<file path="src/rtl/dmfc_pkg.sv">
/*
 * Constants, types and decode functions for the mode-register feature
 * control block. Assumes one 25 MHz clock and commands already decoded.
 */
package dmfc_pkg;

    // Mode register word and its select field.
    localparam int unsigned    MR_W       = 22;
    localparam int unsigned    SEL_HI     = 20;
    localparam int unsigned    SEL_LO     = 18;
    localparam logic [2:0]     SEL_MR4    = 3'h4;
    localparam logic [2:0]     SEL_MR5    = 3'h5;

    // Fourth register fields.
    localparam int unsigned    MR4_WPRE   = 12;
    localparam int unsigned    MR4_RPRE   = 11;
    localparam int unsigned    MR4_RTRAIN = 10;
    localparam int unsigned    MR4_CAL_HI = 8;
    localparam int unsigned    MR4_CAL_LO = 6;
    localparam int unsigned    MR4_SOFT_ROW_REPAIR   = 5;
    localparam int unsigned    MR4_VMON   = 4;
    localparam int unsigned    MR4_TCR    = 3;
    localparam int unsigned    MR4_TRANGE = 2;
    localparam int unsigned    MR4_MPS    = 1;
    localparam logic [21:0]    MR4_MASK   = 22'h001FFE;
    localparam logic [21:0]    MR4_RESET  = 22'h000000;

    // Fifth register fields.
    localparam int unsigned    MR5_RDBI   = 12;
    localparam int unsigned    MR5_WDBI   = 11;
    localparam int unsigned    MR5_DMASK  = 10;
    localparam int unsigned    MR5_PERS   = 9;
    localparam int unsigned    MR5_PARK_HI = 8;
    localparam int unsigned    MR5_PARK_LO = 6;
    localparam int unsigned    MR5_ODTPD  = 5;
    localparam int unsigned    MR5_PERR   = 4;
    localparam int unsigned    MR5_CRCERR = 3;
    localparam int unsigned    MR5_PL_HI  = 2;
    localparam int unsigned    MR5_PL_LO  = 0;
    localparam logic [21:0]    MR5_MASK   = 22'h001FFF;
    localparam logic [21:0]    MR5_RESET  = 22'h000000;

    // Readout page two, register zero, and the repair support bit.
    localparam int unsigned    MPR_SOFT_ROW_REPAIR_BIT = 6;
    localparam logic           SOFT_ROW_REPAIR_SUPPORTED = 1'b1;

    // Repair table geometry.
    localparam int unsigned    BANKS      = 16;
    localparam int unsigned    BANK_W     = 4;
    localparam int unsigned    ROW_W      = 18;

    // Power state of the die.
    typedef enum logic [1:0] {
        MODE_RUN     = 2'b01,
        MODE_MAXSAVE = 2'b10
    } dmfc_mode_type;

    // Command-address latency in clocks; reserved codes read as zero.
    function automatic logic [3:0] cal_clocks(input logic [2:0] code);
        case (code)
            3'h1:    cal_clocks = 4'h3;
            3'h2:    cal_clocks = 4'h4;
            3'h3:    cal_clocks = 4'h5;
            3'h4:    cal_clocks = 4'h6;
            3'h5:    cal_clocks = 4'h8;
            default: cal_clocks = 4'h0;
        endcase
    endfunction : cal_clocks

    // Parity latency in clocks; zero means parity is off.
    function automatic logic [2:0] par_clocks(input logic [2:0] code);
        case (code)
            3'h1:    par_clocks = 3'h4;
            3'h2:    par_clocks = 3'h5;
            3'h3:    par_clocks = 3'h6;
            default: par_clocks = 3'h0;
        endcase
    endfunction : par_clocks

endpackage : dmfc_pkg

</file>
<file path="src/rtl/dmfc_repair.sv">
/*
 * Soft row repair table: one replacement row per bank, held in flops.
 * Assumes the caller gates writes on the repair enable and power state.
 */
`timescale 1ns/1ps
`default_nettype none
module dmfc_repair (
    input  wire logic                         clk,
    input  wire logic                         clear,
    input  wire logic                         wr_stb,
    input  wire logic [dmfc_pkg::BANK_W-1:0]  wr_bank,
    input  wire logic [dmfc_pkg::ROW_W-1:0]   wr_row,
    input  wire logic                         act_stb,
    input  wire logic [dmfc_pkg::BANK_W-1:0]  act_bank,
    input  wire logic [dmfc_pkg::ROW_W-1:0]   act_row,
    output logic                              hit
);
    import dmfc_pkg::*;

    // Whole state of the table.
    typedef struct packed {
        logic [BANKS-1:0]            valid;
        logic [BANKS-1:0][ROW_W-1:0] row;
        logic                        hit;
    } dmfc_rep_type;

    dmfc_rep_type s_q;
    dmfc_rep_type s_d;

    // A new address simply overwrites the bank's entry, which undoes the old one.
    always_comb begin
        s_d     = s_q;
        s_d.hit = 1'b0;
        if (wr_stb) begin
            s_d.valid[wr_bank] = 1'b1;
            s_d.row[wr_bank]   = wr_row;
        end
        if (act_stb) begin
            s_d.hit = s_q.valid[act_bank] && (s_q.row[act_bank] == act_row);
        end
        if (clear) begin
            s_d = '0;
        end
    end

    // Register the table.
    always_ff @(posedge clk) begin
        s_q <= s_d;
    end

    assign hit = s_q.hit;

endmodule : dmfc_repair
`default_nettype wire

</file>
<file path="src/rtl/dmfc_top.sv">
/*
 * Mode-register feature control of one memory die: fourth and fifth
 * mode registers, error status, latency, preamble, refresh and power
 * saving. Assumes commands arrive decoded, one cycle wide, on REF_CLK;
 * only the reset pin is asynchronous.
 */
`timescale 1ns/1ps
`default_nettype none
module dmfc_top (
    input  wire logic                        REF_CLK,
    input  wire logic                        SRST,
    input  wire logic                        RESET_N_PIN,
    input  wire logic                        MRS_STB,
    input  wire logic [dmfc_pkg::MR_W-1:0]   MRS_ADDR,
    input  wire logic                        MPS_EXIT_STB,
    input  wire logic                        CS_LOW_STB,
    input  wire logic                        PAR_ERR_STB,
    input  wire logic                        CRC_ERR_STB,
    input  wire logic                        REF_CMD_STB,
    input  wire logic                        TEMP_COOL,
    input  wire logic                        READ_STB,
    input  wire logic                        WRITE_STB,
    input  wire logic                        REPAIR_STB,
    input  wire logic [dmfc_pkg::BANK_W-1:0] REPAIR_BANK,
    input  wire logic [dmfc_pkg::ROW_W-1:0]  REPAIR_ROW,
    input  wire logic                        ACT_STB,
    input  wire logic [dmfc_pkg::BANK_W-1:0] ACT_BANK,
    input  wire logic [dmfc_pkg::ROW_W-1:0]  ACT_ROW,
    input  wire logic                        POWER_DOWN,
    output logic                             REPAIR_HIT,
    output logic                             CA_CAPTURE,
    output logic                             PAR_CHECK_EN,
    output logic                             REF_EXEC,
    output logic                             RD_PREAMBLE,
    output logic                             WR_PREAMBLE,
    output logic                             RD_TRAINING,
    output logic                             IN_MAX_SAVING,
    output logic                             EXT_TEMP_RANGE,
    output logic                             VREF_MONITOR_EN,
    output logic [3:0]                       CAL_CLOCKS,
    output logic [2:0]                       PARITY_LATENCY,
    output logic [7:0]                       MPR_PAGE2_REG0,
    output logic [dmfc_pkg::MR_W-1:0]        MODE_REGISTER_FOUR,
    output logic [dmfc_pkg::MR_W-1:0]        MODE_REGISTER_FIVE
);
    import dmfc_pkg::*;

    // All state of the block in one word.
    typedef struct packed {
        logic          rst_meta;   // First stage of the reset pin synchroniser.
        logic          rst_n;      // Synchronised reset pin level.
        dmfc_mode_type mode;       // Running or in maximum power saving.
        logic [21:0]   mr4;        // Fourth mode register, reserved bits zero.
        logic [21:0]   mr5;        // Fifth mode register, reserved bits zero.
        logic [3:0]    cal_cnt;    // Clocks left until command capture.
        logic          capture;    // Capture pulse.
        logic [1:0]    rd_cnt;     // Read preamble clocks left.
        logic [1:0]    wr_cnt;     // Write preamble clocks left.
        logic          tcr_skip;   // Next cool refresh is skipped.
        logic          ref_exec;   // Refresh executed pulse.
    } dmfc_state_type;

    dmfc_state_type s_q;
    dmfc_state_type s_d;

    logic       run;        // Die accepts commands.
    logic [2:0] sel;        // Register select code of the command.
    logic       mrs_ok;     // Command is accepted.
    logic       perr_set;   // Parity error counted this cycle.
    logic       crc_set;    // CRC error counted this cycle.
    logic       chk_en;     // Parity checking is active.
    logic [3:0] cal_now;    // Programmed latency in clocks.
    logic       rep_clear;  // Wipe of the repair table.
    logic       rep_wr;     // Repair address write.

    // Decode of the command and the checking enable.
    always_comb begin
        run      = (s_q.mode == MODE_RUN);
        sel      = MRS_ADDR[SEL_HI:SEL_LO];
        mrs_ok   = MRS_STB && run;
        cal_now  = cal_clocks(s_q.mr4[MR4_CAL_HI:MR4_CAL_LO]);
        // Checking pauses on a set status unless persistent mode is on.
        chk_en   = run
                   && (par_clocks(s_q.mr5[MR5_PL_HI:MR5_PL_LO]) != 3'h0)
                   && (!s_q.mr5[MR5_PERR] || s_q.mr5[MR5_PERS]);
        perr_set = PAR_ERR_STB && chk_en;
        crc_set  = CRC_ERR_STB && run;
    end

    // Next-state logic for every register of the block.
    always_comb begin
        s_d          = s_q;
        s_d.rst_meta = RESET_N_PIN;
        s_d.rst_n    = s_q.rst_meta;
        s_d.capture  = 1'b0;
        s_d.ref_exec = 1'b0;

        // Preamble counters run down on their own.
        if (s_q.rd_cnt != 2'h0) begin
            s_d.rd_cnt = s_q.rd_cnt - 2'h1;
        end
        if (s_q.wr_cnt != 2'h0) begin
            s_d.wr_cnt = s_q.wr_cnt - 2'h1;
        end

        // Command-address capture countdown.
        if (s_q.cal_cnt != 4'h0) begin
            s_d.cal_cnt = s_q.cal_cnt - 4'h1;
            s_d.capture = (s_q.cal_cnt == 4'h1);
        end

        case (s_q.mode)
            MODE_RUN: begin
                // Mode register writes; only codes 4 and 5 land here.
                if (mrs_ok && (sel == SEL_MR4)) begin
                    s_d.mr4 = MRS_ADDR & MR4_MASK;
                    if (MRS_ADDR[MR4_MPS]) begin
                        s_d.mode = MODE_MAXSAVE;
                    end
                end
                if (mrs_ok && (sel == SEL_MR5)) begin
                    s_d.mr5 = MRS_ADDR & MR5_MASK;
                end
                // Latency zero captures on the next edge.
                if (CS_LOW_STB) begin
                    if (cal_now == 4'h0) begin
                        s_d.capture = 1'b1;
                        s_d.cal_cnt = 4'h0;
                    end else begin
                        s_d.cal_cnt = cal_now - 4'h1;
                    end
                end
                // Preamble length follows the fourth register.
                if (READ_STB) begin
                    s_d.rd_cnt = s_q.mr4[MR4_RPRE] ? 2'h2 : 2'h1;
                end
                if (WRITE_STB) begin
                    s_d.wr_cnt = s_q.mr4[MR4_WPRE] ? 2'h2 : 2'h1;
                end
                // With refresh control on, a cool die drops every other refresh, halving the rate.
                if (REF_CMD_STB) begin
                    if (s_q.mr4[MR4_TCR] && TEMP_COOL) begin
                        s_d.ref_exec = !s_q.tcr_skip;
                        s_d.tcr_skip = !s_q.tcr_skip;
                    end else begin
                        s_d.ref_exec = 1'b1;
                        s_d.tcr_skip = 1'b0;
                    end
                end
            end
            MODE_MAXSAVE: begin
                // Everything but the exit command is dropped.
                s_d.cal_cnt = 4'h0;
                s_d.rd_cnt  = 2'h0;
                s_d.wr_cnt  = 2'h0;
                if (MPS_EXIT_STB) begin
                    s_d.mode            = MODE_RUN;
                    s_d.mr4[MR4_MPS]    = 1'b0;
                end
            end
            default: begin
                s_d.mode = MODE_RUN;
            end
        endcase

        // Events win over a clearing register write in the same cycle.
        if (perr_set) begin
            s_d.mr5[MR5_PERR] = 1'b1;
        end
        if (crc_set) begin
            s_d.mr5[MR5_CRCERR] = 1'b1;
        end

        // The reset pin returns the die to its power-on settings.
        if (!s_q.rst_n) begin
            s_d.mode     = MODE_RUN;
            s_d.mr4      = MR4_RESET;
            s_d.mr5      = MR5_RESET;
            s_d.cal_cnt  = 4'h0;
            s_d.capture  = 1'b0;
            s_d.rd_cnt   = 2'h0;
            s_d.wr_cnt   = 2'h0;
            s_d.tcr_skip = 1'b0;
            s_d.ref_exec = 1'b0;
        end
    end

    // Register the state; the synchroniser starts as if the pin were low.
    always_ff @(posedge REF_CLK) begin
        if (SRST) begin
            s_q          <= '0;
            s_q.mode     <= MODE_RUN;
            s_q.mr4      <= MR4_RESET;
            s_q.mr5      <= MR5_RESET;
        end else begin
            s_q <= s_d;
        end
    end

    // Repair is only written while enabled and running; reset or
    // power-down wipes it, because soft repair is volatile by nature.
    assign rep_clear = SRST || !s_q.rst_n || POWER_DOWN;
    assign rep_wr    = REPAIR_STB && run && s_q.mr4[MR4_SOFT_ROW_REPAIR];

    dmfc_repair u_repair (
        .clk      (REF_CLK),
        .clear    (rep_clear),
        .wr_stb   (rep_wr),
        .wr_bank  (REPAIR_BANK),
        .wr_row   (REPAIR_ROW),
        .act_stb  (ACT_STB && run),
        .act_bank (ACT_BANK),
        .act_row  (ACT_ROW),
        .hit      (REPAIR_HIT)
    );

    // Outputs, all taken from the registered state.
    always_comb begin
        MPR_PAGE2_REG0               = 8'h00;
        MPR_PAGE2_REG0[MPR_SOFT_ROW_REPAIR_BIT] = SOFT_ROW_REPAIR_SUPPORTED;
        MODE_REGISTER_FOUR           = s_q.mr4;
        MODE_REGISTER_FOUR[SEL_HI:SEL_LO] = SEL_MR4;
        MODE_REGISTER_FIVE           = s_q.mr5;
        MODE_REGISTER_FIVE[SEL_HI:SEL_LO] = SEL_MR5;
        CA_CAPTURE                   = s_q.capture;
        PAR_CHECK_EN                 = chk_en;
        REF_EXEC                     = s_q.ref_exec;
        RD_PREAMBLE                  = (s_q.rd_cnt != 2'h0);
        WR_PREAMBLE                  = (s_q.wr_cnt != 2'h0);
        RD_TRAINING                  = s_q.mr4[MR4_RTRAIN];
        IN_MAX_SAVING                = (s_q.mode == MODE_MAXSAVE);
        EXT_TEMP_RANGE               = s_q.mr4[MR4_TRANGE];
        VREF_MONITOR_EN              = s_q.mr4[MR4_VMON];
        CAL_CLOCKS                   = cal_now;
        PARITY_LATENCY               = par_clocks(s_q.mr5[MR5_PL_HI:MR5_PL_LO]);
    end

    // Checks on the registered behaviour.
    logic pin_low;
    assign pin_low = !s_q.rst_n;
endmodule : dmfc_top
`default_nettype wire
</file>
<file path="config.mk">
export PLATFORM = sky130hd
export DESIGN_NAME = dmfc_top
export DESIGN_NICKNAME = d
export VERILOG_FILES = /design/src/rtl/dmfc_pkg.sv /design/src/rtl/dmfc_repair.sv /design/src/rtl/dmfc_top.sv
export SDC_FILE = /design/constraint.sdc
export NUM_CORES = 1
export LEC_CHECK = 0
export ABC_AREA = 0
export BUFFER_PORTS_ARGS = -buffer_cell sky130_fd_sc_hd__buf_4
export CAP_MARGIN = 5
export CORE_MARGIN = 3
export CORE_UTILIZATION = 40
export CTS_CLUSTER_DIAMETER = 50
export DETAILED_ROUTE_END_ITERATION = 16
export PLACE_DENSITY = 0.69
export RECOVER_POWER = 25
export SLEW_MARGIN = 20
export SYNTH_ARGS = -nofsm -noshare
export SYNTH_HDL_FRONTEND = slang
export SYNTH_SLANG_ARGS = --single-unit
</file>
<file path="constraint.sdc">
create_clock -name REF_CLK -period 3.1 [get_ports REF_CLK]
set_clock_uncertainty 0.15 [all_clocks]
set_input_delay 0.465 -clock REF_CLK [delete_from_list [all_inputs] [get_ports REF_CLK]]
set_output_delay 0.465 -clock REF_CLK [all_outputs]
set_load 0.05 [all_outputs]
</file>
Yosys cells after proc, flatten, opt, wreduce, memory -nomap -nowiden
Cells that the tools add are included.
{ "totals": {"register_bits": 345, "input_bits": 81, "elab_cells": 135} }
{ "classes": {"addsub": 4, "magnitude_cmp": 3, "eq_ne": 17, "muxes": 35, "bitwise": 5, "reduce_logical": 39} }
{ "op_table": {"columns": ["op", "n"], "rows": [
  ["bitwise mux 288 bit", 1],
  ["binary-select mux 18 bit (select 4 bit)", 1],
  ["demux 18 bit (select 4 bit)", 1],
  ["two-way mux 18 bit", 2],
  ["two-way mux 24 bit", 1],
  ["two-way mux 5 bit", 4],
  ["one-hot mux 4 bit (5 select lines)", 1],
  ["== test 18 bit", 1],
  ["two-way mux 2 bit", 9],
  ["bitwise OR 16 bit", 1],
  ["one-hot mux 4 bit (2 select lines)", 2],
  ["nonzero test 2 bit", 7],
  ["logical AND 1 bit", 13],
  ["== test 3 x 2 -> 1 bit (second input constant)", 4],
  ["== test 3 bit (second input constant)", 4],
  ["less-than comparator 4 x 5 -> 1 bit (second input constant)", 2],
  ["AND reduction 2 bit", 5],
  ["one-hot mux 3 bit (3 select lines)", 1],
  ["subtractor 4 x 1 -> 4 bit (second input constant)", 2],
  ["two-way mux 1 bit", 7],
  ["== test 3 x 1 -> 1 bit (second input constant)", 2],
  ["AND reduction 3 bit", 2],
  ["binary-select mux 1 bit (select 4 bit)", 1],
  ["demux 1 bit (select 4 bit)", 1],
  ["18 further kinds", 28]
]} }

Logic depth before layout (Yosys ltp)
Gate-level depths: netlist (run 1).
{ "depth": {"depth_word": 8, "mapped_depth": 11, "depth_no_buf": 9} }

Hierarchy
From an unflattened synthesis (run 1), not the netlist that was laid out.
{ "hier_totals": {"hier_cells": 1928, "hier_area_um2": 15901.5} }
{ "by_module_without_submodules": {"columns": ["mod", "instances", "cells_per_inst", "area_per_inst_um2", "seq_area_each_um2"], "rows": [
  ["dmfc_repair", 1, 1639, 13540.5, 6105.9],
  ["dmfc_top", 1, 289, 2361.0, 800.8]
]} }

Least setup slack after synthesis (run 1)
Ideal clock, no wire load.
{ "synth_path": {"path_type": "reg2reg", "startpoint": "register s_q[56] (netlist bit)", "endpoint": "register s_q, in the netlist MODE_REGISTER_FIVE[4]", "t_arrival_ns": 3.869, "required_ns": 2.864, "path_slack_ns": -1.005, "stages_incl_launch_ff": 9, "synth_period_minus_slack_ns": 4.105, "path_cell_list": "dfxtp_1 > inv_1 > ha_1 > inv_1 > a2111oi_0 > nand2_1 > nand2_1 > a21oi_1 > a211oi_1"} }
{ "synth_via": {"elab_chain_cells": 6} }
{ "synth_lines": {"columns": ["element", "line", "rtl"], "rows": [
  ["from (decl)", "dmfc_top.sv:63", "dmfc_state_type s_q;"],
  ["== test 2 x 1 -> 1 bit (*)", "dmfc_top.sv:78", "run = (s_q.mode == MODE_RUN);"],
  ["logical AND 1 bit (*)", "dmfc_top.sv:84", "&& (par_clocks(s_q.mr5[MR5_PL_HI:MR5_PL_LO]) != 3'h0)"],
  ["logical AND 1 bit (*)", "dmfc_top.sv:85", "&& (!s_q.mr5[MR5_PERR] || s_q.mr5[MR5_PERS]);"],
  ["via PAR_CHECK_EN", "dmfc_top.sv:32", "output logic PAR_CHECK_EN,"],
  ["logical AND 1 bit (*)", "dmfc_top.sv:86", "perr_set = PAR_ERR_STB && chk_en;"],
  ["nonzero test 2 bit (no source line)", null, null],
  ["AND reduction 2 bit (no source line)", null, null]
]} }
Mark *: on every way through the listed nets, which the timed path passes. The rest lies on a longest branch.
A chain may end at the register's enable or synchronous reset.

Worst setup path in the final report (run 1)
{ "layout_path": {"startpoint": "register s_q[56] (netlist bit)", "endpoint": "output PAR_CHECK_EN"} }
{ "layout_via": {"elab_chain_cells": 3} }
{ "layout_lines": {"columns": ["element", "line"], "rows": [
  ["== test 2 x 1 -> 1 bit", "dmfc_top.sv:78"],
  ["logical AND 1 bit", "dmfc_top.sv:84"],
  ["logical AND 1 bit", "dmfc_top.sv:85"],
  ["to (decl)", "dmfc_top.sv:32"]
]} }
No other way between the ends.

==> flow_summary.html, run 1 <==
<table>
<tr><th>Metric</th><th>Value</th></tr>
<tr><th colspan="2">CTS</th></tr>
<tr><td>CTS Sinks</td><td>345</td></tr>
<tr><td>H-tree levels</td><td>2</td></tr>
<tr><td>Total clock buffers created by CTS</td><td>37</td></tr>
<tr><td>CTS max path bufs</td><td>3</td></tr>
<tr><td>Clock Root Buffer</td><td>sky130_fd_sc_hd__clkbuf_16</td></tr>
<tr><td>CTS tree</td><td>done</td></tr>
<tr><td>Clock latency at the later pin of the worst-skew pair</td><td>0.53 ns</td></tr>
<tr><td>Clock-pin slew on the worst setup and hold paths</td><td>0.06 ns</td></tr>
<tr><th colspan="2">Critical path</th></tr>
<tr><td>Critical path destination</td><td>PAR_CHECK_EN</td></tr>
<tr><td>Kind of cell with the highest combined delay on the critical path</td><td>buffers and inverters</td></tr>
<tr><td>Source of the critical timing path</td><td>s_q[56]</td></tr>
<tr><td>Worst path buffer plus inverter count</td><td>3</td></tr>
<tr><td>Crit-path most repeated cell</td><td>sky130_fd_sc_hd__inv_1</td></tr>
<tr><td>Critical Path End Type</td><td>output port</td></tr>
<tr><td>Worst path arrival time</td><td>2.19 ns</td></tr>
<tr><td>Beginning of the worst register-to-register path</td><td>s_q[56]</td></tr>
<tr><td>Crit path depth</td><td>5</td></tr>
<tr><td>Element type at the critical path start</td><td>flip-flop</td></tr>
<tr><td>Data required, critical path</td><td>2.48 ns</td></tr>
<tr><td>Biggest fanout along the worst timing path</td><td>15</td></tr>
<tr><td>CP Class</td><td>reg2out</td></tr>
<tr><td>Worst-case register-to-register setup slack</td><td>0.48 ns</td></tr>
<tr><td>Cell-by-cell listing of the critical path</td><td>inv_1, ha_2, inv_1, a2111oi_2, buf_4</td></tr>
<tr><td>Slowest stage cell, crit path</td><td>sky130_fd_sc_hd__a2111oi_2</td></tr>
<tr><td>Number of cells on the worst reg-to-reg path</td><td>8</td></tr>
<tr><td>Destination of the worst register-to-register timing path</td><td>MODE_REGISTER_FIVE[10]</td></tr>
<tr><td>CP max stage delay</td><td>0.42 ns</td></tr>
<tr><th colspan="2">Die</th></tr>
<tr><td>Height of the die</td><td>203 µm</td></tr>
<tr><td>Top Ports</td><td>150</td></tr>
<tr><td>Area of the die</td><td>41200 µm²</td></tr>
<tr><td>Area of the core</td><td>37900 µm²</td></tr>
<tr><td>Number of placement rows</td><td>71</td></tr>
<tr><td>Die span in x</td><td>203 µm</td></tr>
<tr><td>Effective utilization at floorplan</td><td>0.409</td></tr>
<tr><th colspan="2">Timing</th></tr>
<tr><td>Number of failing hold endpoints at the final stage</td><td>0</td></tr>
<tr><td>TNS Setup</td><td>0 ns</td></tr>
<tr><td>RSZ-0062 raised after global routing</td><td>false</td></tr>
<tr><td>Relative slew slack</td><td>0.305</td></tr>
<tr><td>Part of the cycle the worst path needs</td><td>0.906</td></tr>
<tr><td>Worst-margin pin slew</td><td>1.04 ns</td></tr>
<tr><td>Count of final max-slew check failures</td><td>0</td></tr>
<tr><td>Count of endpoints failing setup in the final report</td><td>0</td></tr>
<tr><td>Minimum clock period after layout</td><td>2.81 ns</td></tr>
<tr><td>Timing-limited maximum frequency</td><td>356 MHz</td></tr>
<tr><th colspan="2">Route</th></tr>
<tr><td>Mean routed wirelength per cell</td><td>19.4 µm</td></tr>
<tr><td>Final antenna-violating net count</td><td>0</td></tr>
<tr><td>DRC</td><td>0</td></tr>
<tr><td>First-pass iteration count of the detailed router</td><td>5</td></tr>
<tr><td>Number of DRC markers after the initial detailed-route iteration</td><td>1395</td></tr>
<tr><td>Routed via count</td><td>13287</td></tr>
<tr><td>Per-cell via count in the routed design</td><td>5.44</td></tr>
<tr><td>Wirelength, routed</td><td>47300 µm</td></tr>
<tr><th colspan="2">GRT</th></tr>
<tr><td>Overflow after GRT</td><td>0</td></tr>
<tr><td>First-pass GRT wire length</td><td>72500 µm</td></tr>
<tr><td>Via count of the first global-routing pass</td><td>12822</td></tr>
<tr><td>Pin count of the biggest net entering global routing</td><td>215</td></tr>
<tr><td>Overall track demand over capacity in global routing</td><td>0.223</td></tr>
<tr><td>Initial antenna violation count</td><td>0</td></tr>
<tr><th colspan="2">Layout</th></tr>
<tr><td>Area growth from synthesis to final layout</td><td>15.2%</td></tr>
<tr><td>Share of post-route cells with drive strength above 1</td><td>0.145</td></tr>
<tr><td>Fill cell total of the finished layout</td><td>3574</td></tr>
<tr><td>End-of-flow core utilization</td><td>0.471</td></tr>
<tr><td>Summed area of non-filler cells in the final layout</td><td>17900 µm²</td></tr>
<tr><td>Number of diodes added for antenna fixing</td><td>0</td></tr>
<tr><td>Net count reported at finish</td><td>1992</td></tr>
<tr><th colspan="2">Power and ir drop</th></tr>
<tr><td>Proportion of power drawn by the clock network</td><td>0.508</td></tr>
<tr><td>Internal power</td><td>7.86 mW</td></tr>
<tr><td>Total Power</td><td>10.1 mW</td></tr>
<tr><td>Proportion of total power due to net switching</td><td>0.220</td></tr>
<tr><td>Largest vdd supply drop</td><td>306 µV</td></tr>
<tr><td>P_sw</td><td>2.22 mW</td></tr>
<tr><td>Reg power frac</td><td>0.440</td></tr>
<tr><td>Total power density per cell area</td><td>563 nW/µm²</td></tr>
<tr><td>Fraction of power consumed by combinational cells</td><td>0.051</td></tr>
<tr><td>Cell leakage power</td><td>5.73 nW</td></tr>
<tr><th colspan="2">Logic synthesis</th></tr>
<tr><td>Part of the Yosys area used for sequential elements</td><td>0.445</td></tr>
<tr><td>Seq cells post-synth</td><td>345</td></tr>
<tr><td>Fraction of synthesis flops using an asynchronous set or reset pin</td><td>0</td></tr>
<tr><td>Total standard cell area after synthesis</td><td>15500 µm²</td></tr>
<tr><td>Commonest cells in the netlist</td><td>633 x sky130_fd_sc_hd__nand2_1, 345 x sky130_fd_sc_hd__dfxtp_1, 315 x sky130_fd_sc_hd__a21oi_1</td></tr>
<tr><td>Cell variety after synth</td><td>52</td></tr>
<tr><td>Main flop type after synthesis</td><td>sky130_fd_sc_hd__dfxtp_1</td></tr>
<tr><td>Number of standard cells after synthesis</td><td>1861</td></tr>
<tr><td>Most frequent cell after synthesis</td><td>sky130_fd_sc_hd__nand2_1</td></tr>
<tr><td>Area share of the leading cell type in the synthesized netlist</td><td>0.445</td></tr>
<tr><td>EDFF count, synth</td><td>0</td></tr>
<tr><td>Warning count from the yosys run</td><td>0</td></tr>
<tr><td>Average size of a mapped cell</td><td>8.34 µm²</td></tr>
<tr><td>Ranking of synthesized cells by area</td><td>sky130_fd_sc_hd__dfxtp_1 44%, sky130_fd_sc_hd__nand2_1 15%, sky130_fd_sc_hd__mux4_2 10%</td></tr>
<tr><td>Post-synthesis cell type with the largest combined area</td><td>sky130_fd_sc_hd__dfxtp_1</td></tr>
<tr><th colspan="2">Placed design</th></tr>
<tr><td>Count of port buffers added during placement</td><td>116</td></tr>
<tr><td>Weighted congestion at the end of routability-driven global placement</td><td>0.879</td></tr>
<tr><td>Placed standard-cell area</td><td>16600 µm²</td></tr>
<tr><td>Detailed placement HPWL</td><td>29800 µm</td></tr>
<tr><th colspan="2">Outcome</th></tr>
<tr><td>Result of the run</td><td>finished, final reports clean</td></tr>
<tr><th colspan="2">Job</th></tr>
<tr><td>Count of maximum capacitance violations</td><td>0</td></tr>
<tr><th colspan="2">Hold path</th></tr>
<tr><td>Hold Path Class</td><td>in2reg</td></tr>
</table>
==> per-layer routing <==
metal,GRT usage,share of wire
met1,0.276,0.39
met2,0.386,0.49
met3,0.0327,0.070
met4,0.103,0.048
met5,0,0
==> layout make-up <==
cell class                      instances  area [µm²]  area share
Timing Repair Buffer                  177        1230      0.0687
Tap cell                              511         639      0.0358
Clock buffer                           43        1000      0.0559
Inverter                               21        78.8     0.00441
Sequential cell                       345        6910       0.386
Clock inverter                         23         420      0.0235
Multi-Input combinational cell       1323        7610       0.425
==> placed cells by master, fill, tap and decap left out, types with 3 or more instances in the layout <==
| cell type | count |
|---|---|
| sky130_fd_sc_hd__nand2b_1 | 8 |
| sky130_fd_sc_hd__clkbuf_8 | 3 |
| sky130_fd_sc_hd__o22a_1 | 3 |
| sky130_fd_sc_hd__nand3b_1 | 3 |
| sky130_fd_sc_hd__nor3_1 | 10 |
| sky130_fd_sc_hd__bufinv_16 | 11 |
| sky130_fd_sc_hd__nor3_2 | 3 |
| sky130_fd_sc_hd__inv_1 | 21 |
| sky130_fd_sc_hd__nand4_1 | 4 |
| sky130_fd_sc_hd__nor2b_1 | 11 |
| sky130_fd_sc_hd__or2_2 | 4 |
| sky130_fd_sc_hd__clkinv_2 | 7 |
| sky130_fd_sc_hd__dlygate4sd3_1 | 4 |
| sky130_fd_sc_hd__o22ai_1 | 3 |
| sky130_fd_sc_hd__nor3b_1 | 3 |
| sky130_fd_sc_hd__o21ai_0 | 12 |
| sky130_fd_sc_hd__mux2i_1 | 39 |
| sky130_fd_sc_hd__dfxtp_1 | 345 |
| sky130_fd_sc_hd__and4_1 | 3 |
| sky130_fd_sc_hd__mux4_1 | 4 |
| sky130_fd_sc_hd__nand3_1 | 12 |
| sky130_fd_sc_hd__nor2_1 | 80 |
| sky130_fd_sc_hd__nand2_1 | 633 |
| sky130_fd_sc_hd__or3_1 | 4 |
| sky130_fd_sc_hd__conb_1 | 27 |
| sky130_fd_sc_hd__buf_12 | 5 |
| sky130_fd_sc_hd__clkbuf_1 | 44 |
| sky130_fd_sc_hd__a31oi_1 | 4 |
| sky130_fd_sc_hd__xnor2_1 | 22 |
| sky130_fd_sc_hd__a211oi_1 | 4 |
| sky130_fd_sc_hd__ha_1 | 5 |
| sky130_fd_sc_hd__clkbuf_16 | 38 |
| sky130_fd_sc_hd__buf_4 | 120 |
| sky130_fd_sc_hd__clkbuf_2 | 6 |
| sky130_fd_sc_hd__xor2_1 | 4 |
| sky130_fd_sc_hd__o32ai_1 | 3 |
| sky130_fd_sc_hd__mux4_2 | 72 |
| sky130_fd_sc_hd__a21oi_1 | 315 |
==> flip-flops by register name, indices dropped and copies added, names as in the netlist <==
signal and count:
MODE_REGISTER_FOUR 11, EXT_TEMP_RANGE 1, REF_EXEC 1, CA_CAPTURE 1, s_q 12, u_repair.hit 1, MODE_REGISTER_FIVE 13, s_d 1
u_repair.s_q 304
==> cell families (layout without fill, tap and decap cells) <==
| group | Yosys count | after routing | share of synthesized area |
|---|---|---|---|
| simple gates | 787 | 787 | 0.203 |
| compound gates | 360 | 360 | 0.122 |
| flops | 345 | 345 | 0.445 |
| buf+inv | 218 | 264 | 0.0718 |
| mux | 117 | 117 | 0.138 |
| xor+xnor | 26 | 26 | 0.0147 |
| fa+ha+maj | 6 | 6 | 0.00484 |
| other cells | 2 | 27 | 0.000484 |
==> worst reg2reg max path, stage by stage, from the launching register on <==
cell	delay [ns]
sky130_fd_sc_hd__dfxtp_1	0.31
sky130_fd_sc_hd__inv_1	0.10
sky130_fd_sc_hd__ha_2	0.39
sky130_fd_sc_hd__nand4b_1	0.20
sky130_fd_sc_hd__or2_0	0.53
sky130_fd_sc_hd__inv_1	0.17
sky130_fd_sc_hd__clkbuf_1	0.42
sky130_fd_sc_hd__nand2_1	0.12
sky130_fd_sc_hd__a21oi_1	0.13
==> worst min path at each step <==
stage / from / end / cells after the start
after floorplan: s_d[57] / s_q[57] / 1
after global placement: s_d[57] / s_q[57] / 1
after detailed placement: s_d[57] / s_q[57] / 1
after CTS: MRS_ADDR[6] / MODE_REGISTER_FOUR[6] / 3
after global routing: MRS_ADDR[11] / MODE_REGISTER_FIVE[11] / 3
final: MRS_ADDR[6] / MODE_REGISTER_FOUR[6] / 3
==> per-stage QoR <==
step	cells	setup slack (ns)	hold WS (ns)
after floorplan	1886	0.514	0.264
after global placement	2373	0.138	0.268
after detailed placement	2373	0.125	0.276
after CTS	2443	0.0646	0.0228
after global routing	2443	0.116	0.0381
final	2443	0.292	0.0321
==> power by group through the flow <==
stage	Clock [mW]	Sequential, mW	Combinational (mW)
3_5_place_dp	0	4.54	0.509
3_3_place_gp	0	4.54	0.503
6_report	5.12	4.44	0.518
2_1_floorplan	0	4.54	0.356
5_1_grt	5.35	4.43	0.543
4_1_cts	5.18	4.44	0.514
==> timing repair <==
| item | 4_1_cts | 5_1_grt |
|---|---|---|
| endpoints found under the hold margin | 4 | 0 |
| resized for setup | 0 | 1 |
| hold buffers | 4 | 0 |
| setup buffers | 0 | 0 |
| endpoints found under the setup margin | 0 | 1 |
Power figures use the tool's default switching activity.
==> run 2, diff against run 1 <==
==> constraint.sdc (replaced) <==
create_clock -name REF_CLK -period 3.42 [get_ports REF_CLK]
set_clock_uncertainty 0.15 [all_clocks]
set_input_delay 0.513 -clock REF_CLK [delete_from_list [all_inputs] [get_ports REF_CLK]]
set_output_delay 0.513 -clock REF_CLK [all_outputs]
set_load 0.05 [all_outputs]
==> flow_summary.html, run 2 (synthesis results as in run 1) <==
<table>
<tr><th>Metric</th><th>Value</th></tr>
<tr><th colspan="2">Route</th></tr>
<tr><td>First-pass iteration count of the detailed router</td><td>7 (+2)</td></tr>
<tr><td>Mean routed wirelength per cell</td><td>19.0 µm (-1.7%)</td></tr>
<tr><td>DRC</td><td>0 (unchanged)</td></tr>
<tr><td>Number of DRC markers after the initial detailed-route iteration</td><td>1461 (+4.7%)</td></tr>
<tr><td>Wirelength, routed</td><td>46300 µm (-2.2%)</td></tr>
<tr><td>Per-cell via count in the routed design</td><td>5.43 (-0.11%)</td></tr>
<tr><td>Routed via count</td><td>13207 (-0.60%)</td></tr>
<tr><td>Final antenna-violating net count</td><td>0 (unchanged)</td></tr>
<tr><th colspan="2">Timing</th></tr>
<tr><td>TNS Setup</td><td>0 ns (unchanged)</td></tr>
<tr><td>Minimum clock period after layout</td><td>2.97 ns</td></tr>
<tr><td>Relative slew slack</td><td>0.0408 (-0.264)</td></tr>
<tr><td>Worst-margin pin slew</td><td>1.44 ns (+0.397 ns)</td></tr>
<tr><td>Number of failing hold endpoints at the final stage</td><td>0 (unchanged)</td></tr>
<tr><td>Timing-limited maximum frequency</td><td>337 MHz</td></tr>
<tr><td>Part of the cycle the worst path needs</td><td>0.868</td></tr>
<tr><td>Count of final max-slew check failures</td><td>0 (unchanged)</td></tr>
<tr><td>Count of endpoints failing setup in the final report</td><td>0 (unchanged)</td></tr>
<tr><td>RSZ-0062 raised after global routing</td><td>false</td></tr>
<tr><th colspan="2">Critical path</th></tr>
<tr><td>CP max stage delay</td><td>0.52 ns (+0.10 ns)</td></tr>
<tr><td>Critical Path End Type</td><td>output port</td></tr>
<tr><td>Element type at the critical path start</td><td>flip-flop</td></tr>
<tr><td>Kind of cell with the highest combined delay on the critical path</td><td>buffers and inverters</td></tr>
<tr><td>Cell-by-cell listing of the critical path</td><td>ha_1, buf_4, inv_1, a2111oi_1, buf_4</td></tr>
<tr><td>Destination of the worst register-to-register timing path</td><td>u_repair.s_q[49]</td></tr>
<tr><td>Beginning of the worst register-to-register path</td><td>s_q[55]</td></tr>
<tr><td>Worst path arrival time</td><td>2.31 ns (+0.12 ns)</td></tr>
<tr><td>Slowest stage cell, crit path</td><td>sky130_fd_sc_hd__a2111oi_1</td></tr>
<tr><td>Worst-case register-to-register setup slack</td><td>0.51 ns (+0.03 ns)</td></tr>
<tr><td>Worst path buffer plus inverter count</td><td>3 (unchanged)</td></tr>
<tr><td>Crit-path most repeated cell</td><td>sky130_fd_sc_hd__buf_4</td></tr>
<tr><td>Number of cells on the worst reg-to-reg path</td><td>7 (-1)</td></tr>
<tr><td>CP Class</td><td>reg2out</td></tr>
<tr><td>Biggest fanout along the worst timing path</td><td>12 (-3)</td></tr>
<tr><td>Data required, critical path</td><td>2.76 ns (+0.28 ns)</td></tr>
<tr><th colspan="2">CTS</th></tr>
<tr><td>CTS Sinks</td><td>345 (unchanged)</td></tr>
<tr><td>Total clock buffers created by CTS</td><td>37 (unchanged)</td></tr>
<tr><td>Clock latency at the later pin of the worst-skew pair</td><td>0.52 ns (about the same)</td></tr>
<tr><td>Post-cts gate resize count</td><td>0 (unchanged)</td></tr>
<tr><td>CTS max path bufs</td><td>3 (unchanged)</td></tr>
<tr><td>Clock Root Buffer</td><td>sky130_fd_sc_hd__clkbuf_16</td></tr>
<tr><td>Count of hold-fix buffers inserted at cts</td><td>0 (-4)</td></tr>
<tr><td>H-tree levels</td><td>2 (unchanged)</td></tr>
<tr><td>Clock-pin slew on the worst setup and hold paths</td><td>0.06 ns (about the same)</td></tr>
<tr><td>Setup repair bufs after CTS</td><td>0 (unchanged)</td></tr>
<tr><td>CTS tree</td><td>done</td></tr>
<tr><th colspan="2">Die</th></tr>
<tr><td>Area of the core</td><td>37900 µm² (unchanged)</td></tr>
<tr><td>Effective utilization at floorplan</td><td>0.409 (unchanged)</td></tr>
<tr><td>Area of the die</td><td>41200 µm² (unchanged)</td></tr>
<tr><td>Top Ports</td><td>150 (unchanged)</td></tr>
<tr><td>Height of the die</td><td>203 µm (unchanged)</td></tr>
<tr><td>Die span in x</td><td>203 µm (unchanged)</td></tr>
<tr><td>Number of placement rows</td><td>71 (unchanged)</td></tr>
<tr><th colspan="2">Layout</th></tr>
<tr><td>Net count reported at finish</td><td>1979 (-0.65%)</td></tr>
<tr><td>Reg with most FFs</td><td>u_repair.s_q</td></tr>
<tr><td>Number of diodes added for antenna fixing</td><td>0 (unchanged)</td></tr>
<tr><td>Most common library cell in the layout ignoring fill and taps</td><td>sky130_fd_sc_hd__nand2_1</td></tr>
<tr><td>Max FFs per register</td><td>304 (unchanged)</td></tr>
<tr><td>Commonest cells after routing, fill and taps aside</td><td>633 x sky130_fd_sc_hd__nand2_1, 345 x sky130_fd_sc_hd__dfxtp_1, 315 x sky130_fd_sc_hd__a21oi_1</td></tr>
<tr><td>Share of post-route cells with drive strength above 1</td><td>0.133 (-0.0121)</td></tr>
<tr><td>Area growth from synthesis to final layout</td><td>13.0%</td></tr>
<tr><td>Final non-filler cell total</td><td>2431 (-0.49%)</td></tr>
<tr><th colspan="2">Placed design</th></tr>
<tr><td>DP Cell Count</td><td>2364 (-0.38%)</td></tr>
<tr><td>Weighted congestion at the end of routability-driven global placement</td><td>0.847 (-3.6%)</td></tr>
<tr><td>Count of port buffers added during placement</td><td>116 (unchanged)</td></tr>
<tr><td>Detailed placement HPWL</td><td>29400 µm (-1.3%)</td></tr>
<tr><th colspan="2">GRT</th></tr>
<tr><td>Pin count of the biggest net entering global routing</td><td>175 (-19%)</td></tr>
<tr><td>Overflow after GRT</td><td>0 (unchanged)</td></tr>
<tr><td>Overall track demand over capacity in global routing</td><td>0.217 (-0.00624)</td></tr>
<tr><td>Via count of the first global-routing pass</td><td>12727 (-0.74%)</td></tr>
<tr><td>Initial antenna violation count</td><td>0 (unchanged)</td></tr>
<tr><td>First-pass GRT wire length</td><td>71200 µm (-1.9%)</td></tr>
<tr><th colspan="2">Power and ir drop</th></tr>
<tr><td>Largest vdd supply drop</td><td>246 µV (-20%)</td></tr>
<tr><td>Fraction of power consumed by combinational cells</td><td>0.055 (+0.004)</td></tr>
<tr><td>Total power density per cell area</td><td>481 nW/µm² (-15%)</td></tr>
<tr><td>Proportion of total power due to net switching</td><td>0.231 (+0.0105)</td></tr>
<tr><td>P_sw</td><td>1.95 mW (-12%)</td></tr>
<tr><td>Internal power</td><td>6.48 mW (-17%)</td></tr>
<tr><td>Proportion of power drawn by the clock network</td><td>0.468 (-0.040)</td></tr>
<tr><td>Cell leakage power</td><td>5.54 nW (-3.3%)</td></tr>
<tr><td>Reg power frac</td><td>0.477 (+0.037)</td></tr>
<tr><th colspan="2">Hold path</th></tr>
<tr><td>Hold path cells</td><td>2 (-1)</td></tr>
<tr><td>Hold Startpoint</td><td>SRST</td></tr>
<tr><td>Hold Path Class</td><td>in2reg</td></tr>
<tr><td>Capture endpoint of the worst hold path</td><td>s_d[57]</td></tr>
<tr><th colspan="2">Outcome</th></tr>
<tr><td>Result of the run</td><td>finished, final reports clean</td></tr>
<tr><th colspan="2">Job</th></tr>
<tr><td>Count of maximum capacitance violations</td><td>0 (unchanged)</td></tr>
</table>
-- run 2: cell count changes in the layout (fill, tap and decap cells not counted), moves of 2 or more --
cell	previous run	this run
sky130_fd_sc_hd__bufinv_16	11	1
sky130_fd_sc_hd__inv_8	2	0
sky130_fd_sc_hd__clkbuf_2	6	0
sky130_fd_sc_hd__clkbuf_1	44	61
sky130_fd_sc_hd__inv_6	0	3
sky130_fd_sc_hd__clkinv_4	1	3
sky130_fd_sc_hd__buf_4	120	104
sky130_fd_sc_hd__dlygate4sd3_1	4	0
sky130_fd_sc_hd__clkbuf_8	3	6
-- run 2: metal layers --
metal,GRT usage,up-vias,part of all wire
met1,0.272,6383,0.40
met4,0.0870,0,0.035
met3,0.0378,106,0.076
li1,-,6211,-
met5,0,-,0
met2,0.373,507,0.49
-- run 2: metrics by stage --
| stage | hold WS (ns) | worst slack (ns) | instance area [µm²] | util | total power, mW |
|---|---|---|---|---|---|
| global route | 0.0212 | 0.262 | 17500 | 0.463 | 8.69 |
| finish | 0.0294 | 0.450 | 17500 | 0.463 | 8.43 |
| floorplan | 0.264 | 0.0599 | 15600 | - | 4.44 |
| detailed placement | 0.276 | 0.260 | 16500 | 0.436 | 4.57 |
| CTS | 0.0132 | 0.440 | 17700 | 0.468 | 8.49 |
| global placement | 0.267 | 0.256 | 16500 | 0.436 | 4.57 |
-- run 2: worst reg2reg max path, delay by kind of cell, from the launching register on --
kind            cells  cell delay [ns]
buf+inv             1             1.02
compound gates      1             0.18
flops               1             0.39
fa+ha+maj           1             0.25
simple gates        4             0.84
-- run 2: power by group through the flow --
stage	clock [mW]	combinational, mW	sequential [mW]
after floorplan	0	0.323	4.11
after global placement	0	0.457	4.11
after detailed placement	0	0.459	4.11
after CTS	4.00	0.461	4.02
after global routing	4.18	0.489	4.02
final	3.94	0.464	4.02
-- run 2: layout make-up --
type | count | area, µm²
multi-input combinational | 1323 | 7610
inverter | 21 | 78.8
clock inverter | 14 | 118
sequential | 345 | 6910
tap | 511 | 639
clock buffer | 53 | 1090
timing repair buffer | 164 | 1110
fill | 3682 | 20400
-- run 2: worst max path at each step --
| stage | endpoint | slack (ns) | depth (start not counted) | startpoint |
|---|---|---|---|---|
| floorplan | MODE_REGISTER_FIVE[4] | 0.06 | 8 | s_q[56] |
| global placement | u_repair.hit | 0.26 | 9 | ACT_BANK[2] |
| detailed placement | u_repair.hit | 0.26 | 9 | ACT_BANK[2] |
| CTS | PAR_CHECK_EN | 0.44 | 5 | s_q[55] |
| global route | PAR_CHECK_EN | 0.26 | 5 | s_q[55] |
| finish | PAR_CHECK_EN | 0.45 | 5 | s_q[55] |
==> run 3, diff against run 2 <==
--- a/config.mk
+++ b/config.mk
@@ -8,11 +8,13 @@
 export ABC_AREA = 0
 export BUFFER_PORTS_ARGS = -buffer_cell sky130_fd_sc_hd__buf_4
 export CAP_MARGIN = 5
+export CELL_PAD_IN_SITES_DETAIL_PLACEMENT = 2
+export CELL_PAD_IN_SITES_GLOBAL_PLACEMENT = 2
 export CORE_MARGIN = 3
-export CORE_UTILIZATION = 40
+export CORE_UTILIZATION = 39
 export CTS_CLUSTER_DIAMETER = 50
 export DETAILED_ROUTE_END_ITERATION = 16
-export PLACE_DENSITY = 0.69
+export PLACE_DENSITY = 0.95
 export RECOVER_POWER = 25
 export SLEW_MARGIN = 20
 export SYNTH_ARGS = -nofsm -noshare
==> flow_summary.html, run 3 (synthesis results as in run 1) <==
<table>
<tr><th>Metric</th><th>Value</th></tr>
<tr><th colspan="2">Outcome</th></tr>
<tr><td>Result of the run</td><td>finished, final reports clean</td></tr>
<tr><th colspan="2">Layout</th></tr>
<tr><td>Fill cell total of the finished layout</td><td>4241 (+15%)</td></tr>
<tr><td>Net count reported at finish</td><td>1999 (+1.0%)</td></tr>
<tr><td>Most common library cell in the layout ignoring fill and taps</td><td>sky130_fd_sc_hd__nand2_1</td></tr>
<tr><td>Max FFs per register</td><td>304 (unchanged)</td></tr>
<tr><td>Number of diodes added for antenna fixing</td><td>0 (unchanged)</td></tr>
<tr><td>Share of post-route cells with drive strength above 1</td><td>0.151 (+0.0186)</td></tr>
<tr><td>Total area of multi-input combinational cells</td><td>7620 µm² (+0.13%)</td></tr>
<tr><td>Reg with most FFs</td><td>u_repair.s_q</td></tr>
<tr><td>Summed area of non-filler cells in the final layout</td><td>17900 µm² (+2.2%)</td></tr>
<tr><td>Area growth from synthesis to final layout</td><td>15.5%</td></tr>
<tr><td>Commonest cells after routing, fill and taps aside</td><td>633 x sky130_fd_sc_hd__nand2_1, 345 x sky130_fd_sc_hd__dfxtp_1, 315 x sky130_fd_sc_hd__a21oi_1</td></tr>
<tr><td>Sequential cell area in the final layout</td><td>6910 µm² (unchanged)</td></tr>
<tr><th colspan="2">Placed design</th></tr>
<tr><td>Detailed placement HPWL</td><td>44600 µm (+52%)</td></tr>
<tr><td>Weighted congestion at the end of routability-driven global placement</td><td>0.842 (-0.66%)</td></tr>
<tr><td>Placed standard-cell area</td><td>16600 µm² (+0.33%)</td></tr>
<tr><td>Count of port buffers added during placement</td><td>116 (unchanged)</td></tr>
<tr><th colspan="2">Die</th></tr>
<tr><td>Top Ports</td><td>150 (unchanged)</td></tr>
<tr><td>Effective utilization at floorplan</td><td>0.398 (-0.0113)</td></tr>
<tr><td>Die span in x</td><td>206 µm (+1.2%)</td></tr>
<tr><td>Height of the die</td><td>206 µm (+1.2%)</td></tr>
<tr><td>Number of placement rows</td><td>72 (+1.4%)</td></tr>
<tr><td>Area of the die</td><td>42200 µm² (+2.5%)</td></tr>
<tr><td>Area of the core</td><td>39000 µm² (+2.8%)</td></tr>
<tr><th colspan="2">Critical path</th></tr>
<tr><td>Worst path arrival time</td><td>2.52 ns (+0.21 ns)</td></tr>
<tr><td>Element type at the critical path start</td><td>flip-flop</td></tr>
<tr><td>Biggest fanout along the worst timing path</td><td>8 (-4)</td></tr>
<tr><td>Critical Path End Type</td><td>output port</td></tr>
<tr><td>CP Class</td><td>reg2out</td></tr>
<tr><td>Data required, critical path</td><td>2.76 ns (about the same)</td></tr>
<tr><th colspan="2">Power and ir drop</th></tr>
<tr><td>Total Power</td><td>9.47 mW (+12%)</td></tr>
<tr><td>Proportion of total power due to net switching</td><td>0.260 (+0.0295)</td></tr>
<tr><td>Internal power</td><td>7.00 mW (+8.0%)</td></tr>
<tr><td>Largest vdd supply drop</td><td>399 µV (+62%)</td></tr>
<tr><td>Reg power frac</td><td>0.425 (-0.052)</td></tr>
<tr><td>Fraction of power consumed by combinational cells</td><td>0.055 (about the same)</td></tr>
<tr><td>Proportion of power drawn by the clock network</td><td>0.520 (+0.052)</td></tr>
<tr><td>P_sw</td><td>2.46 mW (+27%)</td></tr>
<tr><td>Cell leakage power</td><td>5.73 nW (+3.4%)</td></tr>
<tr><td>Total power density per cell area</td><td>528 nW/µm² (+9.9%)</td></tr>
<tr><th colspan="2">Timing</th></tr>
<tr><td>Count of endpoints failing setup in the final report</td><td>0 (unchanged)</td></tr>
<tr><td>Count of final max-slew check failures</td><td>0 (unchanged)</td></tr>
<tr><td>TNS Setup</td><td>0 ns (unchanged)</td></tr>
<tr><td>Worst hold-check slack</td><td>0.0583 ns (+0.0289 ns)</td></tr>
<tr><td>Worst-margin pin slew</td><td>0.938 ns (-0.500 ns)</td></tr>
<tr><td>Relative slew slack</td><td>0.374 (+0.334)</td></tr>
<tr><td>Timing-limited maximum frequency</td><td>314 MHz (-6.7%)</td></tr>
<tr><td>Number of failing hold endpoints at the final stage</td><td>0 (unchanged)</td></tr>
<tr><td>RSZ-0062 raised after global routing</td><td>false</td></tr>
<tr><td>Minimum clock period after layout</td><td>3.18 ns (+0.214 ns)</td></tr>
<tr><td>Part of the cycle the worst path needs</td><td>0.931 (+0.0627)</td></tr>
<tr><th colspan="2">Route</th></tr>
<tr><td>First-pass iteration count of the detailed router</td><td>5 (-2)</td></tr>
<tr><td>Wirelength, routed</td><td>80400 µm (+74%)</td></tr>
<tr><td>Routed via count</td><td>15551 (+18%)</td></tr>
<tr><td>Final antenna-violating net count</td><td>0 (unchanged)</td></tr>
<tr><td>Per-cell via count in the routed design</td><td>6.31 (+16%)</td></tr>
<tr><td>Number of DRC markers after the initial detailed-route iteration</td><td>1635 (+12%)</td></tr>
<tr><td>DRC</td><td>0 (unchanged)</td></tr>
<tr><td>Mean routed wirelength per cell</td><td>32.6 µm (+71%)</td></tr>
<tr><th colspan="2">CTS</th></tr>
<tr><td>Clock-pin slew on the worst setup and hold paths</td><td>0.07 ns (about the same)</td></tr>
<tr><td>Clock Root Buffer</td><td>sky130_fd_sc_hd__clkbuf_16</td></tr>
<tr><td>H-tree levels</td><td>2 (unchanged)</td></tr>
<tr><td>Total clock buffers created by CTS</td><td>44 (+19%)</td></tr>
<tr><td>CTS tree</td><td>done</td></tr>
<tr><td>Clock latency at the later pin of the worst-skew pair</td><td>0.58 ns (+0.06 ns)</td></tr>
<tr><td>CTS max path bufs</td><td>3 (unchanged)</td></tr>
<tr><td>Setup repair bufs after CTS</td><td>0 (unchanged)</td></tr>
<tr><td>CTS Sinks</td><td>345 (unchanged)</td></tr>
<tr><th colspan="2">GRT</th></tr>
<tr><td>Overall track demand over capacity in global routing</td><td>0.376 (+0.158)</td></tr>
<tr><td>Via count of the first global-routing pass</td><td>17654 (+39%)</td></tr>
<tr><td>Initial antenna violation count</td><td>1 (+1)</td></tr>
<tr><td>First-pass GRT wire length</td><td>118000 µm (+66%)</td></tr>
<tr><td>Overflow after GRT</td><td>0 (unchanged)</td></tr>
<tr><td>Pin count of the biggest net entering global routing</td><td>176 (+0.57%)</td></tr>
<tr><th colspan="2">Job</th></tr>
<tr><td>Count of maximum capacitance violations</td><td>0 (unchanged)</td></tr>
<tr><th colspan="2">Hold path</th></tr>
<tr><td>Hold Path Class</td><td>in2reg</td></tr>
</table>
-- run 3: cell types whose count changed in the layout (fill, tap and decap cells not counted), moves of 3 or more --
cell and delta:
sky130_fd_sc_hd__buf_12 -3, sky130_fd_sc_hd__buf_4 +14, sky130_fd_sc_hd__clkbuf_1 -11, sky130_fd_sc_hd__clkbuf_16 +7
sky130_fd_sc_hd__clkbuf_2 +9, sky130_fd_sc_hd__clkbuf_8 +3, sky130_fd_sc_hd__clkinvlp_4 +8, sky130_fd_sc_hd__dlygate4sd3_1 +4
sky130_fd_sc_hd__nor2_1 -6, sky130_fd_sc_hd__nor2_2 +6
-- run 3: what timing repair did --
item | 4_1_cts | 5_1_grt
gates resized for setup | 0 | 0
hold endpoints to repair | 4 | 0
hold buffers | 4 | 0
-- run 3: cell type report --
class / count / share of cell area
clock buffers: 62 / 0.0725
clock inverters: 20 / 0.0109
inverters: 21 / 0.00439
multi-input cells: 1323 / 0.425
flip-flops and latches: 345 / 0.385
well taps: 518 / 0.0361
repair buffers: 177 / 0.0665
-- run 3: critical path, stage by stage (launching register included) --
cell and delay [ns]:
sky130_fd_sc_hd__dfxtp_1 0.43, sky130_fd_sc_hd__ha_1 0.47, sky130_fd_sc_hd__inv_1 0.21, sky130_fd_sc_hd__a2111oi_1 0.54, sky130_fd_sc_hd__buf_4 0.29
-- run 3: per-stage QoR --
step / worst slack, ns / util / cells
2_1_floorplan: 0.0599 / - / 1886
6_report: 0.236 / 0.460 / 2466
3_3_place_gp: 0.264 / 0.425 / 2380
3_5_place_dp: 0.0805 / 0.425 / 2380
4_1_cts: 0.280 / 0.465 / 2466
5_1_grt: 0.169 / 0.460 / 2466
-- run 3: power groups by stage --
stage                     Clock [mW]  Sequential (mW)  Combinational [mW]
final                           4.92             4.02               0.523
after global routing            5.12             4.02               0.533
after CTS                       4.94             4.02               0.507
after detailed placement           0             4.11               0.484
after global placement             0             4.11               0.459
after floorplan                    0             4.11               0.323
-- run 3: final timing paths --
path	from	endpoint	slack, ns	depth (start not counted)
setup / recovery	s_q[55]	PAR_CHECK_EN	0.24	4
hold / removal	MRS_ADDR[6]	MODE_REGISTER_FIVE[6]	0.06	3
setup reg to reg	s_q[55]	u_repair.s_q[209]	0.27	7
hold reg to reg	u_repair.s_q[224]	u_repair.s_q[224]	0.31	2
-- run 3: routing by layer --
metal | wire length [µm] | up-vias | share of wire | track usage
met3 | 6530 | 453 | 0.081 | 0.0854
li1 | - | 6255 | - | -
met5 | 13 | - | 0.00016 | 0
met2 | 38900 | 1040 | 0.48 | 0.636
met1 | 28200 | 7801 | 0.35 | 0.410
met4 | 6760 | 2 | 0.084 | 0.281
